`config.mk`:
```
export PLATFORM = sky130hd
export DESIGN_NAME = video_deser_control_and_port_map
export DESIGN_NICKNAME = d
export VERILOG_FILES = /design/src/video_deser_pkg.sv /design/src/video_deser_control_and_port_map.sv
export SDC_FILE = /design/constraint.sdc
export NUM_CORES = 1
export LEC_CHECK = 0
export ABC_AREA = 1
export BUFFER_PORTS_ARGS = -buffer_cell sky130_fd_sc_hd__buf_2
export CORE_MARGIN = 1
export CORE_UTILIZATION = 35
export DETAILED_ROUTE_END_ITERATION = 8
export PLACE_DENSITY_LB_ADDON = 0.12
export SYNTH_ARGS = -nofsm -noshare
export SYNTH_HDL_FRONTEND = slang
export SYNTH_SLANG_ARGS = --single-unit
export TNS_END_PERCENT = 10
```
`constraint.sdc`:
```
create_clock -name sys_clk -period 7.48 [get_ports sys_clk]
set_clock_uncertainty 0.05 [all_clocks]
set_input_delay 0.748 -clock sys_clk [delete_from_list [all_inputs] [get_ports sys_clk]]
set_output_delay 0.748 -clock sys_clk [all_outputs]
set_load 0.01 [all_outputs]
```
`src/video_deser_pkg.sv`:
```
// Constants, register map and carrier types of the deserializer control bank.
// Assumes one system clock domain; host port and port pins arrive asynchronously.
// Contract
// RL1: New-sync flag sets, holds a line, EAV clears.
// RL2: EAV and SAV bits follow received TRS.
// RL3: Lock status readable, default on port bit 4.
// RL4: Framing enable may come from a port pin.
// RL5: Pattern filter enable drives colour-bar transition coding.
// RL6: De-dither enable switches descrambler output de-dither.
// RL7: Vertical de-dither enable; both de-dither enables reset cleared.
// RL8: External word clock: detector on, pin directions change.
// RL9: Sync-detect enable gates TRS detection.
// RL10: LSB clip forces TRS word low bits 00b.
// RL11: NRZI enable turns on NRZI to NRZ.
// RL12: Descramble enable turns on descrambling.
// RL13: Descrambler control resets 36h; host restores it.
// RL14: Reference gate active low, enabled at reset.
// RL15: Internal oscillator amplifier enable resets to zero.
// RL16: Eight pin select registers 0Fh through 16h.
// RL17: Select bit 5: one input, zero output.
// RL18: Low five bits pick bit; directions must match.
// RL19: Host writes address then data on port clock.
// RL20: Codes 01h-04h map errors, 07h FIFO 90%.
// RL21: Port bit 5 defaults to CRC error code.
// RL22: Codes 05h and 06h map nothing.
// RL23: Output pins show status; input pins drive controls.
package video_deser_pkg;

  // ==========================================================================
  // Register map
  localparam logic [9:0] ADDR_VIDEO_INFO = 10'h00E;
  localparam logic [9:0] ADDR_PIN_FIRST  = 10'h00F;
  localparam logic [9:0] ADDR_PIN_LAST   = 10'h016;
  localparam logic [9:0] ADDR_DESCR      = 10'h055;
  localparam logic [9:0] ADDR_REFCLK     = 10'h067;

  // ==========================================================================
  // Field positions
  localparam int VI_NEWSYNC  = 0;
  localparam int VI_EAV      = 1;
  localparam int VI_SAV      = 2;
  localparam int VI_LOCK     = 3;
  localparam int VI_PATFILT  = 4;
  localparam int VI_DEDITH   = 5;
  localparam int VI_VDEDITH  = 6;
  localparam int VI_FRAMING  = 7;
  localparam logic [7:0] VI_CTRL_MASK = 8'hF0;
  localparam int DC_EXTWCLK  = 0;
  localparam int DC_SYNCDET  = 1;
  localparam int DC_LSBCLIP  = 2;
  localparam int DC_NRZI     = 4;
  localparam int DC_DESCR    = 5;
  localparam int RC_GATE_N   = 0;
  localparam int RC_INTOSC   = 1;
  localparam int SEL_DIR_BIT = 5;

  // ==========================================================================
  // Reset values
  localparam logic [7:0]      VIDEO_INFO_RST = 8'h00;
  localparam logic [7:0]      DESCR_RST      = 8'h36;
  localparam logic [7:0]      REFCLK_RST     = 8'h00;
  localparam logic [7:0][7:0] PIN_SEL_RST    =
    {8'h0E, 8'h1B, 8'h04, 8'h1C, 8'h19, 8'h14, 8'h13, 8'h12};

  // ==========================================================================
  // Select codes (low five bits)
  localparam logic [4:0]  SEL_SAV      = 5'h0D;
  localparam logic [4:0]  SEL_EAV      = 5'h0E;
  localparam logic [4:0]  SEL_NEWSYNC  = 5'h0F;
  localparam logic [4:0]  SEL_LOCK     = 5'h1C;
  localparam logic [4:0]  IN_PATFILT   = 5'h0C;
  localparam logic [4:0]  IN_DEDITH    = 5'h0D;
  localparam logic [4:0]  IN_FRAMING   = 5'h0E;
  localparam logic [31:0] OUT_VALID    = 32'hFFFF_E39E;
  localparam logic [31:0] IN_VALID     = 32'h0000_F1FF;

  // ==========================================================================
  // Timing
  localparam int          HOLD_W       = 16;

  typedef enum logic {PH_ADDR = 1'b0, PH_DATA = 1'b1} phase_t;

  typedef struct packed {
    logic newTrs;
    logic eav;
    logic sav;
    logic lock;
  } video_events_t;

  typedef struct packed {
    logic framingOn;
    logic patternFilterOn;
    logic deditherOn;
    logic vblankDeditherOn;
    logic deditherActive;
    logic extWordClockOn;
    logic videoWordClockIsInput;
    logic biasOrPfdOutput;
    logic syncDetectOn;
    logic trsLowBitsClearOn;
    logic nrziOn;
    logic descrambleOn;
    logic refClockGate_n;
    logic internalOscAmpOn;
  } ctrl_t;

  typedef struct packed {
    logic                  clkMeta;
    logic                  clkSync;
    logic                  clkLast;
    logic                  selMeta;
    logic                  selSync;
    logic                  rwMeta;
    logic                  rwSync;
    logic [9:0]            adMeta;
    logic [9:0]            adSync;
    logic [7:0]            pinMeta;
    logic [7:0]            pinSync;
    phase_t                phase;
    logic [9:0]            addr;
    logic [7:0]            videoInfo;
    logic [7:0]            descr;
    logic [7:0]            refClk;
    logic [7:0][7:0]       pinSel;
    logic                  newSync;
    logic                  eav;
    logic                  sav;
    logic                  lock;
    logic [HOLD_W-1:0]     newSyncHold;
    logic [9:0]            wordOut;
    logic [9:0]            adOut;
    logic                  adOe_n;
    logic [7:0]            pinOut;
    logic [7:0]            pinOe_n;
    logic [31:0]           pinCtrlMask;
    logic [31:0]           pinCtrlVal;
    ctrl_t                 ctrl;
  } state_t;

endpackage

```
`src/video_deser_control_and_port_map.sv`:
```
// Control and status bank of the deserializer with the multi-function port map.
// Assumes the video path delivers event pulses on sys_clk; the host port and
// port pins are asynchronous and pass through two flip-flops first.
`timescale 1ns/1ps

module video_deser_control_and_port_map
  import video_deser_pkg::*;
#(
  parameter int LINE_HOLD_CYCLES = 1716
) (
  // Clock and reset
  input  wire logic          sys_clk,
  input  wire logic          arst_n,
  // Ancillary/control port
  input  wire logic          ancClk,
  input  wire logic          ancOrControlSelect,
  input  wire logic          readWrite,
  input  wire logic [9:0]    adIn,
  output logic [9:0]         adOut,
  output logic               adOe_n,
  // Multi-function port
  input  wire logic [7:0]    pinIn,
  output logic [7:0]         pinOut,
  output logic [7:0]         pinOe_n,
  // Video path status
  input  wire video_events_t videoEvents,
  input  wire logic [31:0]   extStatus,
  input  wire logic          inVblank,
  input  wire logic [9:0]    wordIn,
  input  wire logic          wordIsTrs,
  // Video path control
  output logic [9:0]         wordOut,
  output ctrl_t              ctrl,
  output logic [31:0]        pinCtrlMask,
  output logic [31:0]        pinCtrlVal
);

  initial begin
    if (LINE_HOLD_CYCLES < 1 || LINE_HOLD_CYCLES >= (1 << HOLD_W)) begin
      $error("LINE_HOLD_CYCLES out of range");
    end
  end

  localparam logic [HOLD_W-1:0] HOLD_LOAD = HOLD_W'(LINE_HOLD_CYCLES);

  state_t st;
  state_t next_st;

  // ==========================================================================
  // Port map per pin
  logic [31:0]      statVec;
  logic [7:0]       pinDrive;
  logic [7:0][31:0] pinMask;

  always_comb begin
    statVec          = extStatus;
    statVec[SEL_SAV]  = st.sav;
    statVec[SEL_EAV]  = st.eav;
    statVec[SEL_NEWSYNC] = st.newSync;
    statVec[SEL_LOCK] = st.lock;
    statVec          = statVec & OUT_VALID; // RL20 RL22
  end

  genvar p;
  generate
    for (p = 0; p < 8; p++) begin : g_pin
      logic [4:0] code;
      logic       isIn;
      assign code = st.pinSel[p][4:0]; // RL18
      assign isIn = st.pinSel[p][SEL_DIR_BIT]; // RL17
      assign pinDrive[p] = ~isIn & statVec[code]; // RL23 RL18
      assign pinMask[p] = isIn ? ((32'h0000_0001 << code) & IN_VALID) : 32'h0000_0000;

    end
  endgenerate

  logic [31:0] ovrMask;
  logic [31:0] ovrVal;

  always_comb begin
    ovrMask = 32'h0000_0000;
    ovrVal  = 32'h0000_0000;
    for (int i = 0; i < 8; i++) begin
      ovrMask = ovrMask | pinMask[i];
      ovrVal  = ovrVal | (pinMask[i] & {32{st.pinSync[i]}});
    end
  end

  // ==========================================================================
  // Register read and host port
  logic portEdge;
  logic hostWrite;
  logic [2:0] pinIdx;

  assign portEdge  = st.clkSync & ~st.clkLast & ~st.selSync;
  assign hostWrite = portEdge & (st.phase == PH_DATA) & ~st.rwSync;
  assign pinIdx    = 3'(st.addr - ADDR_PIN_FIRST);

  function automatic logic [7:0] readReg(input state_t s, input logic [9:0] a);
    logic [7:0] v;
    logic [2:0] idx;
    v   = 8'h00;
    idx = 3'(a - ADDR_PIN_FIRST);
    if (a == ADDR_VIDEO_INFO) begin
      v = s.videoInfo & VI_CTRL_MASK;
      v[VI_NEWSYNC] = s.newSync;
      v[VI_EAV]  = s.eav;
      v[VI_SAV]  = s.sav;
      v[VI_LOCK] = s.lock; // RL3
    end else if (a >= ADDR_PIN_FIRST && a <= ADDR_PIN_LAST) begin
      v = s.pinSel[idx];
    end else if (a == ADDR_DESCR) begin
      v = s.descr;
    end else if (a == ADDR_REFCLK) begin
      v = s.refClk;
    end
    return v;
  endfunction

  // ==========================================================================
  // Next state
  logic syncDet;
  logic effFraming;
  logic effPatFilt;
  logic effDedith;

  assign syncDet    = st.descr[DC_SYNCDET];
  assign effFraming = ovrMask[IN_FRAMING] ? ovrVal[IN_FRAMING] : st.videoInfo[VI_FRAMING];
  assign effPatFilt = ovrMask[IN_PATFILT] ? ovrVal[IN_PATFILT] : st.videoInfo[VI_PATFILT];
  assign effDedith  = ovrMask[IN_DEDITH] ? ovrVal[IN_DEDITH] : st.videoInfo[VI_DEDITH];

  always_comb begin
    next_st = st;
    next_st.clkMeta = ancClk;
    next_st.clkSync = st.clkMeta;
    next_st.clkLast = st.clkSync;
    next_st.selMeta = ancOrControlSelect;
    next_st.selSync = st.selMeta;
    next_st.rwMeta  = readWrite;
    next_st.rwSync  = st.rwMeta;
    next_st.adMeta  = adIn;
    next_st.adSync  = st.adMeta;
    next_st.pinMeta = pinIn;
    next_st.pinSync = st.pinMeta;

    if (st.selSync) begin
      next_st.phase  = PH_ADDR;
      next_st.adOe_n = 1'b1;
    end else if (portEdge) begin
      if (st.phase == PH_ADDR) begin
        next_st.addr  = st.adSync; // RL19
        next_st.phase = PH_DATA;
        if (st.rwSync) begin
          next_st.adOut  = {2'b00, readReg(st, st.adSync)};
          next_st.adOe_n = 1'b0;
        end
      end else begin
        next_st.phase = PH_ADDR;
      end
    end

    if (hostWrite) begin
      if (st.addr == ADDR_VIDEO_INFO) begin
        next_st.videoInfo = st.adSync[7:0] & VI_CTRL_MASK;
      end else if (st.addr >= ADDR_PIN_FIRST && st.addr <= ADDR_PIN_LAST) begin
        next_st.pinSel[pinIdx] = st.adSync[7:0]; // RL16
      end else if (st.addr == ADDR_DESCR) begin
        next_st.descr = st.adSync[7:0]; // RL13
      end else if (st.addr == ADDR_REFCLK) begin
        next_st.refClk = st.adSync[7:0];
      end
    end

    // New-sync flag holds for a line; an early EAV cannot clear it.
    if (st.newSyncHold != '0) begin
      next_st.newSyncHold = st.newSyncHold - 1'b1;
    end
    if (videoEvents.newTrs & syncDet) begin // RL9
      next_st.newSync     = 1'b1; // RL1
      next_st.newSyncHold = HOLD_LOAD;
    end else if (videoEvents.eav & syncDet & (st.newSyncHold == '0)) begin
      next_st.newSync = 1'b0; // RL1
    end
    if (videoEvents.eav & syncDet) begin
      next_st.eav = 1'b1; // RL2
      next_st.sav = 1'b0;
    end else if (videoEvents.sav & syncDet) begin
      next_st.sav = 1'b1; // RL2
      next_st.eav = 1'b0;
    end
    next_st.lock = videoEvents.lock; // RL3

    if (st.descr[DC_LSBCLIP] & wordIsTrs) begin
      next_st.wordOut = {wordIn[9:2], 2'b00}; // RL10
    end else begin
      next_st.wordOut = wordIn;
    end

    next_st.pinOut      = pinDrive; // RL23
    for (int i = 0; i < 8; i++) begin
      next_st.pinOe_n[i] = st.pinSel[i][SEL_DIR_BIT]; // RL17
    end
    next_st.pinCtrlMask = ovrMask; // RL23
    next_st.pinCtrlVal  = ovrVal;

    next_st.ctrl.framingOn             = effFraming; // RL4
    next_st.ctrl.patternFilterOn       = effPatFilt; // RL5
    next_st.ctrl.deditherOn            = effDedith; // RL6
    next_st.ctrl.vblankDeditherOn      = st.videoInfo[VI_VDEDITH]; // RL7
    next_st.ctrl.deditherActive        = effDedith & (~inVblank | st.videoInfo[VI_VDEDITH]);
    next_st.ctrl.extWordClockOn        = st.descr[DC_EXTWCLK]; // RL8
    next_st.ctrl.videoWordClockIsInput = st.descr[DC_EXTWCLK]; // RL8
    next_st.ctrl.biasOrPfdOutput       = st.descr[DC_EXTWCLK]; // RL8
    next_st.ctrl.syncDetectOn          = syncDet; // RL9
    next_st.ctrl.trsLowBitsClearOn     = st.descr[DC_LSBCLIP]; // RL10
    next_st.ctrl.nrziOn                = st.descr[DC_NRZI]; // RL11
    next_st.ctrl.descrambleOn          = st.descr[DC_DESCR]; // RL12
    next_st.ctrl.refClockGate_n        = st.refClk[RC_GATE_N]; // RL14
    next_st.ctrl.internalOscAmpOn      = st.refClk[RC_INTOSC]; // RL15
  end

  // ==========================================================================
  // State register
  always_ff @(posedge sys_clk or negedge arst_n) begin
    if (!arst_n) begin
      st           <= '0;
      st.adOe_n    <= 1'b1;
      st.pinOe_n   <= 8'h00;
      st.videoInfo <= VIDEO_INFO_RST; // RL7
      st.descr     <= DESCR_RST; // RL13
      st.refClk    <= REFCLK_RST; // RL14 RL15
      st.pinSel    <= PIN_SEL_RST; // RL3 RL21
      st.selMeta   <= 1'b1;
      st.selSync   <= 1'b1;
      st.ctrl.syncDetectOn      <= DESCR_RST[DC_SYNCDET];
      st.ctrl.trsLowBitsClearOn <= DESCR_RST[DC_LSBCLIP];
      st.ctrl.nrziOn            <= DESCR_RST[DC_NRZI];
      st.ctrl.descrambleOn      <= DESCR_RST[DC_DESCR];
    end else begin
      st <= next_st;
    end
  end

  assign adOut       = st.adOut;
  assign adOe_n      = st.adOe_n;
  assign pinOut      = st.pinOut;
  assign pinOe_n     = st.pinOe_n;
  assign wordOut     = st.wordOut;
  assign ctrl        = st.ctrl;
  assign pinCtrlMask = st.pinCtrlMask;
  assign pinCtrlVal  = st.pinCtrlVal;

  // ==========================================================================
  // Checks
  logic cfgWritten;

  always_ff @(posedge sys_clk or negedge arst_n) begin
    if (!arst_n) begin
      cfgWritten <= 1'b0;
    end else if (hostWrite) begin
      cfgWritten <= 1'b1;
    end
  end
endmodule // video_deser_control_and_port_map

```
# ---- Word-level counts from Yosys, hierarchy flattened
# Cells that the tools add are included.
dict set report word_totals {
  out_inout_bits 115
  inputBits 71
  elab_cells 206
  ff_bits 253
}
dict set report classes {
  bitwise 57
  magnitude_cmp 15
  reduce_logical 17
  n_mux 51
  shift 8
  n_addsub 3
  n_eq_ne 7
}
# op count
set ops {}
lappend ops {{16-bit by 32-bit bitwise AND with 32-bit output} 8}
lappend ops {{32-bit bitwise OR} 7}
lappend ops {{16-bit 2-to-1 mux} 10}
lappend ops {{1-bit by 5-bit left shift with 16-bit output, first input constant} 8}
lappend ops {{16-bit bitwise OR} 7}
lappend ops {{64-bit bitwise mux} 1}
lappend ops {{5-bit by 6-bit less-than comparator with 1-bit output, second input constant} 8}
lappend ops {{8-bit 2-to-1 mux} 6}
lappend ops {{1-bit binary-select mux with 5-bit select} 8}
lappend ops {{10-bit by 7-bit == test with 1-bit output, second input constant} 4}
lappend ops {{8-bit binary-select mux with 3-bit select} 1}
lappend ops {{8-bit demux with 3-bit select} 1}
lappend ops {{10-bit by 4-bit == test with 1-bit output, second input constant} 2}
lappend ops {{10-bit by 4-bit >= comparator with 1-bit output, second input constant} 2}
lappend ops {{10-bit by 5-bit <= comparator with 1-bit output, second input constant} 2}
lappend ops {{1-bit 2-to-1 mux} 19}
lappend ops {{1-bit bitwise AND} 18}
lappend ops {{16-bit zero test} 1}
lappend ops {{1-bit inverter} 16}
lappend ops {{16-bit nonzero test} 1}
lappend ops {{16-bit by 1-bit subtractor with 16-bit output, second input constant} 1}
lappend ops {{11-bit 2-to-1 mux} 1}
lappend ops {{10-bit 2-to-1 mux} 1}
lappend ops {{2-bit nonzero test} 5}
lappend ops {{11 further kinds} 20}

# ---- Depth between registers and ports, before layout
# Gate-level depths: netlist of run 1.
dict set report logic_depth {
  word_depth 12
  ltp_mapped 15
  mapped_depth_nobuf 11
}

# ---- Least setup slack after synthesis of run 1
# OpenSTA, ideal clock, no wires.
dict set report synth_path {
  path_type {flip-flop to flip-flop}
  from {register st[250] (netlist bit)}
  to {register st, in the netlist adOut[6]}
  t_required_ns 7.308
  period_less_slack_ns 2.692
  n_path_buf 5
  slack_ns 4.788
  t_arrival_ns 2.520
  setup_time_ns 0.122
  stages_incl_launch_ff 16
  path_cell_list {dfrtp_1 > clkbuf_1 > inv_1 > clkbuf_1 > buf_1 > ha_1 > buf_2 > inv_1 > clkbuf_1 > nand3_1 > nand3_1 > nand2_1 > nand3_1 > nand2_1 > nand2_1 > a21oi_1}
}
dict set report synth_between {
  elab_chain_cells 5
  elab_cells_between_ends 13
  cone_classes {add/sub (1); order compare (2); eq/ne (3); mux (6); reduce/logical (1)}
}
# element line_no
set synth_rtl {}
lappend synth_rtl {{from (decl)} video_deser_control_and_port_map.sv:46} ;# state_t st;
lappend synth_rtl {{from (signal assigned)} video_deser_control_and_port_map.sv:240} ;# st <= next_st;
lappend synth_rtl {{3-bit subtractor or 10-bit by 7-bit == test with 1-bit output (tied branches)} {video_deser_control_and_port_map.sv:103, video_deser_control_and_port_map.sv:114}}
lappend synth_rtl {{8-bit binary-select mux with 3-bit select or 8-bit 2-to-1 mux (tied branches)} {video_deser_control_and_port_map.sv:111, video_deser_control_and_port_map.sv:114}}
lappend synth_rtl {{8-bit 2-to-1 mux (on tied branches)} {video_deser_control_and_port_map.sv:111, video_deser_control_and_port_map.sv:112}}
lappend synth_rtl {{8-bit 2-to-1 mux} video_deser_control_and_port_map.sv:110} ;# end else if (a >= ADDR_PIN_FIRST && a <= ADDR_PIN_LAST) begin
lappend synth_rtl {{8-bit 2-to-1 mux *} video_deser_control_and_port_map.sv:104} ;# if (a == ADDR_VIDEO_INFO) begin
# Every way passes the cells marked *; elsewhere a longest branch is shown, timed or not. The select of a mux whose other input is x is not followed.
# A chain may end at the register's enable or synchronous reset.

# ---- Final worst setup path of run 1
dict set report layout_path {
  from {register st[251] (netlist bit)}
  to {register st, in the netlist adOut[1]}
}
# The elaborated chain is that of the path after synthesis.

==> results, run 1 <==
- Setup repair after global routing left no endpoint under its margin.
- The biggest area contributor in the post-synthesis netlist is sky130_fd_sc_hd__dfrtp_1.
- The part of the power in registers is between 40% and 50%.
- The kind of cell with the highest combined delay along the critical path is adder cells.
- In this run the vertical extent of the chip is ~200 um.
- The share of the clock period used by the worst path is roughly 36%.
- Sorting the synthesized cells by area gives the leading types as sky130_fd_sc_hd__dfrtp_1 36%, sky130_fd_sc_hd__nand2_1 14%, sky130_fd_sc_hd__nor2_1 6.5%, sky130_fd_sc_hd__buf_4 6.2%, sky130_fd_sc_hd__dfstp_2 6.1%.
- The fraction of post-synthesis cell area in the top cell type by area is 36.3%.
- After clock tree synthesis, the repair step resized 0 gates.
- The number of antenna violations at the first check in global routing came to 0.
- The power per cell area is 204 nW/um^2.
- In the synthesized netlist, the number of instances is around 1900.
- After synthesis the netlist holds a flip-flop and latch count of around 230.
- Cell internal power was estimated by the tool at between 2000 and 2500 uW.
- The count of synthesis-stage warnings from yosys is 0.
- In this run the cell area measured after placement is between 10000 and 15000 um^2.
- The number of buffers and inverters on the critical path is 1.
- The count of buffers added on input and output ports is ~140.
- The total number of cells along the worst setup path is 9.
- The synthesis-to-layout area growth is 9.08%.
- The number of design rule violations left after detail routing is 0.
- The setup-violating endpoint count in the final report is 0.
- Headroom to the max-slew limit came out at 47.2%.
- The clock latency reported for the late side of the worst-skew pair is about 550 ps.
- The number of buffers inserted by post-CTS setup repair is 0.
- Entering global routing, the biggest net connects roughly 140 pins.
- At the pin with the least slew margin, the transition time is roughly 800 ps.
- The ratio of cells with drive above 1 in the final layout is about an eighth.
- The CTS tree is built.
- The mean routed wirelength per cell is ~20 um.
- The peak per-stage delay on the critical path is approximately 750 ps.
- Among all stages on the critical path, the largest delay is contributed by sky130_fd_sc_hd__ha_1.
- The share of async-settable or async-resettable flops after synthesis is between 90% and 100%.
- In the layout the commonest cells are 515 x sky130_fd_sc_hd__nand2_1, 238 x sky130_fd_sc_hd__nor2_1, 199 x sky130_fd_sc_hd__dfrtp_1, 189 x sky130_fd_sc_hd__inv_1, 137 x sky130_fd_sc_hd__nand3_1.
- The number of search-and-repair iterations in the first detailed-routing pass is 8.
- Along the worst path, the maximum fanout reaches 17.
- The critical path arrival is 3130 ps.
- The die covers between 40000 and 50000 um^2.
- The number of global-route vias before repair is approximately 12000.
- The total area inside the core boundary comes to about 39000 um^2.
- The most used flip-flop cell after synthesis is sky130_fd_sc_hd__dfrtp_1.
- The max-slew violation total from the final report is 0.
- The detailed router finished its first iteration with around 900 violations.
- The logic gate share of total power is a little under an eighth.
- The net count of the finished layout is between 1500 and 2000.
- Pin placement for this block handled 186 I/O pins.
- The die span in x is roughly 200 um.
- The fraction of the yosys area taken by sequential cells is 42.4%.
- The routability congestion estimate is approximately 0.99.
- The peak supply drop is approximately 0.16 mV.
- The synthesized design contains 0 enable-type register cells.
- The maximum buffer depth of the clock tree is 3.
- The number of violations of the max-capacitance limit is 0.
- The maximum achievable frequency is approximately 0.37 GHz.
- The run finished with clean final reports.
- Walking the worst path, the cells encountered are ha_1 > inv_1 > nand3_1 > nand3_1 > nand2_1 > nand3_1 > nand2_1 > nand2_1 > a21oi_1.
- The leading cell type in the layout, fill and taps excluded is sky130_fd_sc_hd__nand2_1.
- The startpoint-to-endpoint class of the critical path is flip-flop to flip-flop.
- Counting distinct cell types in the post-synthesis netlist gives a little under 50.
- The final layout contains routed wiring with a total length of between 50 and 60 mm.
- In this run the number of H-tree levels came out at 1.
- The kind of start point of the critical path is a flip-flop.
- Clock tree synthesis found a total of 231 sinks.
- The smallest clock period supported by the final layout is computed as between 2000 and 3000 ps.
- The residual antenna-violating net count after detailed routing is 0.
- The first global-routing pass estimated about 74 mm of wire.
- The total negative setup slack is 0 ps.
- The depth of the worst register-to-register path is 9.
- The number of hold violations in the final report is 0.
- The clock network power share is a little over two fifths.
- The vias per cell is approximately 5.1.
- Once the floorplan was initialized, standard cells occupied between 30% and 40% of the core.
- The synthesized area per cell is approximately 7.3 um^2.
- The analysis attributes to net switching a power of roughly 830 uW.
- At the worst endpoint, the required time is roughly 7900 ps.
- The diode insertion count for antenna repair is 0.
- Net switching is 27.1% of the power.
- Across every metal layer, demand over resource in global routing totals ~25%.
- The static power due to leakage is about 0.0071 uW.
- The path class of the lowest-slack min-delay path is input pin to async pin.
- The area of the mapped netlist is between 10000 and 15000 um^2.
- Clock tree synthesis selected as its root buffer the cell sky130_fd_sc_hd__clkbuf_16.
- After clock tree synthesis, the clock-pin slew on the worst setup and hold paths is ~70 ps.
- After floorplanning, the core was divided into between 70 and 80 placement rows.
- STA classifies the critical path endpoint as a flip-flop.
- The final instance area is between 10000 and 15000 um^2.
- Detailed placement finished with a half-perimeter wire length of about 37 mm.
- The overall overflow remaining after global route is 0.
- The number of buffers created by CTS is 27.
- The detailed-route via count is 12500.
- The number of hold buffers added after CTS is 0.
stage by stage:
| step | hold WS (ps) | instances | util [%] | worst slack [ps] | total power (uW) |
|---|---|---|---|---|---|
| floorplan | 281 | 1922 | - | 4790 | 1640 |
| global route | 211 | 2452 | 38.8 | 4620 | 3190 |
| global placement | 282 | 2402 | 36.4 | 4830 | 1750 |
| CTS | 209 | 2452 | 38.8 | 4780 | 3090 |
| detailed placement | 286 | 2402 | 36.4 | 4820 | 1750 |
| finish | 183 | 2452 | 38.8 | 4770 | 3050 |
routing by layer:
metal  GRT usage [%]  share of wire, %  vias to the layer above
met1            32.7                43                     5963
met5               0                 0                        -
met3            3.07               5.5                      124
met4            13.9               5.6                        0
li1                -                 -                     5999
met2            41.1                46                      447
cell type report:
class	count	area, um^2
Inverter	196	736
Sequential cell	231	5820
Clock buffer	42	802
Tap cell	518	648
Multi-Input combinational cell	1318	6150
Timing Repair Buffer	139	728
Clock inverter	8	96.3
Fill cell	4159	23700
flip-flops by register name, summed over array words and instances (netlist names):
| name | flops |
|---|---|
| g_pin.isIn | 8 |
| adOe_n | 1 |
| st | 80 |
| wordOut | 10 |
| pinOut | 8 |
| pinCtrlMask | 13 |
| pinOe_n | 8 |
| g_pin.code | 40 |
| next_st | 30 |
| pinCtrlVal | 13 |
| ctrl | 12 |
| adOut | 8 |
Yosys cell counts, drive strengths merged (3+ instances only):
library cell and number:
a211oi 3, a21boi 3, a21oi 43, a22oi 19
a31oi 5, buf 143, clkbuf 34, dfrtp 199
dfstp 32, ha 7, inv 194, nand2 518
nand3 147, nand3b 5, nand4 50, nor2 243
nor3 29, nor3b 3, nor4 8, o2111ai 5
o211ai 14, o21ai 136, o22ai 18, or2 5
xnor2 4, xor2 5
power groups by stage:
stage,combinational (uW),clock [uW],sequential (uW)
final,345,1320,1380
after global routing,387,1420,1390
after CTS,349,1360,1380
after detailed placement,346,0,1400
after global placement,344,0,1400
after floorplan,261,0,1380
final timing paths:
path	startpoint	to	slack [ps]
setup reg to reg	st[251]	adOut[1]	4770
min in group sys_clk	ancOrControlSelect	next_st[272]	240
hold reg to reg	next_st[258]	st[258]	300
max in group asynchronous	arst_n	st[133]	5970
setup / recovery	st[251]	adOut[1]	4770
hold / removal	arst_n	pinCtrlVal[14]	180
logic make-up after synthesis:
family	Yosys count	synth area share (%)
and+or+nand+nor	1010	31.8
buffers and inverters	373	13.9
AOI/OAI and AO/OA	252	10.6
DFF	231	42.4
xor gates and xnor gates	9	0.574
adders and majority gates	7	0.638
other	1	0.0273
(Power assumes the default switching activity.)
==> run 2: changes to the inputs <==
ABC_AREA = 0   (was 1)
clock period = 2.2 ns   (was 7.48 ns; I/O delays follow)
==> run 2 against run 1 <==
The flow now finishes with violations (negative setup slack); critical path depth decreased by 4; first-iteration DRC count increased by 0.11%; cell count decreased by 21%; die area decreased by 4.0%; global-route usage decreased by 0.82 points; clock-buffer cell count decreased by 6; synthesized area decreased by 4.1%; total power increased to 3.6 times the previous value; fmax increased by 20%; sequential power increased to 3.3 times the previous value; non-clock buffer count increased by 244; highest routed layer unchanged.
==> results, run 2 <==
- The total number of cells along the worst setup path is 5 (-4).
- The overall overflow remaining after global route is 0 (unchanged).
- The transition time of the tightest slew-check pin was 583 ps (-203 ps).
- The cell family contributing the most delay on the critical path is multiplexers.
- The synthesized area per cell is 11.2 um^2 (+53%).
- The cell total after placement came to 1832 (-24%).
- The simple-gate area share of the yosys netlist is 14.5% (-17 points).
- The full die area is 38400 um^2 (-4.0%).
- Summed over all instances, the cell type with the most area after synthesis is sky130_fd_sc_hd__dfrtp_1.
- The highest fanout seen on the critical path is 5 (-12).
- The post-synthesis register bit count was 231 (unchanged).
- The mean routed wirelength per cell is 24.2 um (+18%).
- The clock latency reported for the late side of the worst-skew pair is 590 ps (+40 ps).
- The global-route wire length before repair is 70.5 mm (-5.0%).
- The count of synthesis-stage warnings from yosys is 0 (unchanged).
- The clock-pin transition on the worst setup and hold timing paths was 60 ps (about the same).
- The setup-violating endpoint count in the final report is 26 (+26).
- The number of design rule violations left after detail routing is 0 (unchanged).
- The startpoint-to-endpoint class of the critical path is flip-flop to flip-flop.
- In the post-synthesis netlist, the biggest area contributors are sky130_fd_sc_hd__dfrtp_1 38%, sky130_fd_sc_hd__mux4_2 9.4%, sky130_fd_sc_hd__mux2_2 8.5%, sky130_fd_sc_hd__buf_4 6.6%, sky130_fd_sc_hd__dfstp_2 6.4%.
- The cell sitting at the root of the clock tree is a sky130_fd_sc_hd__clkbuf_16.
- The maximum achievable frequency is 0.443 GHz (+20%).
- The detailed-route via count is 10900 (-13%).
- The initial core utilization came to 35.8% (+0.27 points).
- The diode insertion count for antenna repair is 0 (unchanged).
- The total detailed-routing wirelength is 46.6 mm (-7.0%).
- The min-delay analysis places its worst path in the category input pin to flip-flop.
- The total negative setup slack was -671 ps (-671 ps).
- The area of the mapped netlist is 13200 um^2 (-4.1%).
- The required arrival time at the worst endpoint was 2630 ps (-5270 ps).
- The final reports fail on negative setup slack.
- The fraction of post-synthesis cell area in the top cell type by area is 37.8% (+1.5 points).
- The number of nets at the end of the flow is 1515 (-24%).
- The critical path arrival is 2690 ps (-440 ps).
- The number of input and output port buffers inserted came to 135 (unchanged).
- The area inside the core boundary was 36800 um^2 (-4.8%).
- Walking the worst path, the cells encountered are mux4_2 > mux4_2 > inv_2 > a2111oi_2 > buf_4.
- Compared with the post-synthesis result, the final layout area differs by 28.6%.
- The number of hold violations in the final report is 0 (unchanged).
- The share of the clock period used by the worst path is 103% (+66 points).
- The slowest cell on the critical path is sky130_fd_sc_hd__dfstp_2.
- The type of element capturing the critical path is a flip-flop.
- Leaving out fill and tap cells, the most frequent cell in the layout is sky130_fd_sc_hd__dfrtp_1.
- The maximum buffer depth of the clock tree is 3 (unchanged).
- The worst setup margin is -56.5 ps (-4830 ps).
- The worst slew margin relative to its limit is 60.1% (+13 points).
- The cell with the most instances after synthesis is sky130_fd_sc_hd__dfrtp_1.
- The mux cell area share after synthesis came to 19.5% (+19 points).
- The count of cell types in the netlist was 65 (+33%).
- The number of buffers created by CTS is 28 (+3.7%).
- The number of levels the H-tree was split into was 1 (unchanged).
- The number of antenna violations at the first check in global routing is 0 (unchanged).
- The critical path starts at g_pin[3].code[0].
- The CTS tree is built.
- The clock net sink count is 231 (unchanged).
- Setup repair after global routing could not meet its margin everywhere.
- The destination of the critical timing path is pinOut[3].
- The total routing usage reported by global routing is 24.5% (-0.82 points).
- The most used flip-flop cell after synthesis is sky130_fd_sc_hd__dfrtp_1.
- The dominant cell type by count on the critical path is sky130_fd_sc_hd__mux4_2.
- The routability congestion estimate is 1.03 (+3.5%).
- The power per cell area is 648 nW/um^2 (+220%).
- The xor and xnor area share after synthesis is 0.864% (+0.29 points).
- The ratio of cells with drive above 1 in the final layout came to 44.1% (+31 points).
- The worst register-to-register path ends at pinOut[3].
- The number of flip-flops in the largest register was 80 (unchanged).
- The run finished, with violations left.
- The startpoint identified for the worst register-to-register timing path is g_pin[3].code[0].
- The die span in x is 196 um (-2.0%).
- The residual antenna-violating net count after detailed routing was 0 (unchanged).
- The number of buffers and inverters on the critical path is 2 (+1).
- The worst reg-to-reg setup slack is -60 ps (-4830 ps).
- The final cell count without fillers was 1927 (-21%).
- The number of search-and-repair iterations in the first detailed-routing pass is 5 (-3).
- The static power due to leakage is 0.00746 uW (+4.9%).
- The top cell types in the final layout, fill and taps aside, are 195 x sky130_fd_sc_hd__dfrtp_1, 192 x sky130_fd_sc_hd__buf_4, 134 x sky130_fd_sc_hd__buf_2, 88 x sky130_fd_sc_hd__o22ai_1, 71 x sky130_fd_sc_hd__mux2_2.
- The number of core rows is 70 (-2.8%).
- The largest net degree at the start of global routing came to 56 (-59%).
- The max-slew violation total from the final report is 0 (unchanged).
- The share of async-settable or async-resettable flops after synthesis came to 100% (unchanged).
- The y dimension of the die is 196 um (-2.0%).
- The number of violations of the max-capacitance limit is 0 (unchanged).
- The compound-cell area share of the yosys netlist came to 10.6% (-0.014 points).
- The depth of the worst register-to-register path is 5 (-4).
- The vias per cell is 5.64 (+10%).
- The peak supply drop was 0.579 mV (+250%).
- After synthesis, the largest family of logic cells by area is multiplexers.
- The share of synthesized cell area in full adder, half adder and majority cells is 0.665% (+0.027 points).
- The peak per-stage delay on the critical path is 700 ps (-50 ps).
- The starting DRC count in detailed routing was 907 (+0.11%).
- The commonest cells after synthesis are 199 x sky130_fd_sc_hd__dfrtp_1, 115 x sky130_fd_sc_hd__buf_4, 100 x sky130_fd_sc_hd__mux2_2.
- The register with the highest flop count is st.
- The post-route total power was 11000 uW (+260%).
- The kind of start point of the critical path is a flip-flop.
- The number of global-route vias before repair is 10800 (-8.9%).
- The number of enable-type register cells in the synthesized netlist is 0 (unchanged).
- The final critical path time including I/O delays and setup is 2260 ps (-452 ps).
- The number of top-level pins came to 186 (unchanged).
- The placed wire-length estimate after detailed placement is 34.7 mm (-7.3%).
- The synthesized instance count came to 1178 (-37%).
- The fraction of the yosys area taken by sequential cells is 44.2% (+1.8 points).
-- run 2: changes by cell type after synthesis, moves of 52 or more --
cell	change
sky130_fd_sc_hd__inv_1	-161
sky130_fd_sc_hd__mux2_2	+100
sky130_fd_sc_hd__mux4_2	+55
sky130_fd_sc_hd__nand2_1	-445
sky130_fd_sc_hd__nand3_1	-115
sky130_fd_sc_hd__nor2_1	-190
sky130_fd_sc_hd__o21ai_0	-52
sky130_fd_sc_hd__o21ai_1	-58
sky130_fd_sc_hd__o22ai_1	+72
-- run 2: through the flow --
step	instance area, um^2	worst slack, ps	util [%]	hold slack (ps)
finish	16900	-56.5	46.0	63.7
floorplan	13400	-52.9	-	-126
global placement	15100	-134	41.1	125
CTS	16800	-58.7	45.6	70.5
global route	16900	-174	46.0	89.9
detailed placement	15100	-151	41.1	132
-- run 2: worst min path at each step --
stage | startpoint | to | slack, ps | depth (start not counted)
after floorplan | arst_n | adOut[0] | -130 | 0
after global placement | arst_n | next_st[275] | 130 | 1
after detailed placement | arst_n | next_st[275] | 130 | 1
after CTS | videoEvents[3] | st[124] | 70 | 3
after global routing | videoEvents[3] | st[124] | 90 | 3
final | videoEvents[3] | st[120] | 60 | 3
-- run 2: where the power goes --
| group | leakage [uW] | switching [uW] | internal, uW |
|---|---|---|---|
| clock network | 0.000542 | 1950 | 3510 |
| logic | 0.00398 | 533 | 466 |
| registers | 0.00293 | 114 | 4400 |
-- run 2: final cells by class --
cell class / instances / area (um^2)
Fill cell: 3457 / 19800
Inverter: 28 / 105
Clock inverter: 16 / 314
Clock buffer: 36 / 801
Tap cell: 468 / 586
Multi-Input combinational cell: 765 / 6470
Sequential cell: 231 / 5830
Timing Repair Buffer: 383 / 2830
-- run 2: cell families after synthesis --
logic type	after synthesis
multiplexers	175
buffers and inverters	221
XOR/XNOR	13
AO/OA/AOI/OAI	203
adder cells (fa/ha/maj)	7
AND/OR/NAND/NOR	327
flip-flops	231
other	1
-- run 2: per-layer routing --
| metal | share of wire (%) | track usage [%] | wire length, um | vias up |
|---|---|---|---|---|
| met5 | 0 | 0 | 0 | - |
| met4 | 3.3 | 7.99 | 1540 | 0 |
| met3 | 7.4 | 3.89 | 3450 | 115 |
| met2 | 46 | 39.0 | 21500 | 530 |
| met1 | 43 | 33.9 | 20100 | 5459 |
| li1 | - | - | - | 4762 |
-- run 2: worst reg2reg max path: stages, from the launching register on --
cell,delay [ps]
sky130_fd_sc_hd__dfstp_2,700
sky130_fd_sc_hd__mux4_2,540
sky130_fd_sc_hd__mux4_2,540
sky130_fd_sc_hd__inv_2,80
sky130_fd_sc_hd__a2111oi_2,70
sky130_fd_sc_hd__buf_4,170
-- run 2: timing repair --
| item | CTS | global route |
|---|---|---|
| hold endpoints to repair | 231 | 0 |
| pin swaps | 11 | 6 |
| endpoints found under the setup margin | 82 | 97 |
| setup buffers | 0 | 6 |
| cloned | 0 | 0 |
| gates resized for setup | 39 | 30 |
| hold buffers | 38 | 0 |
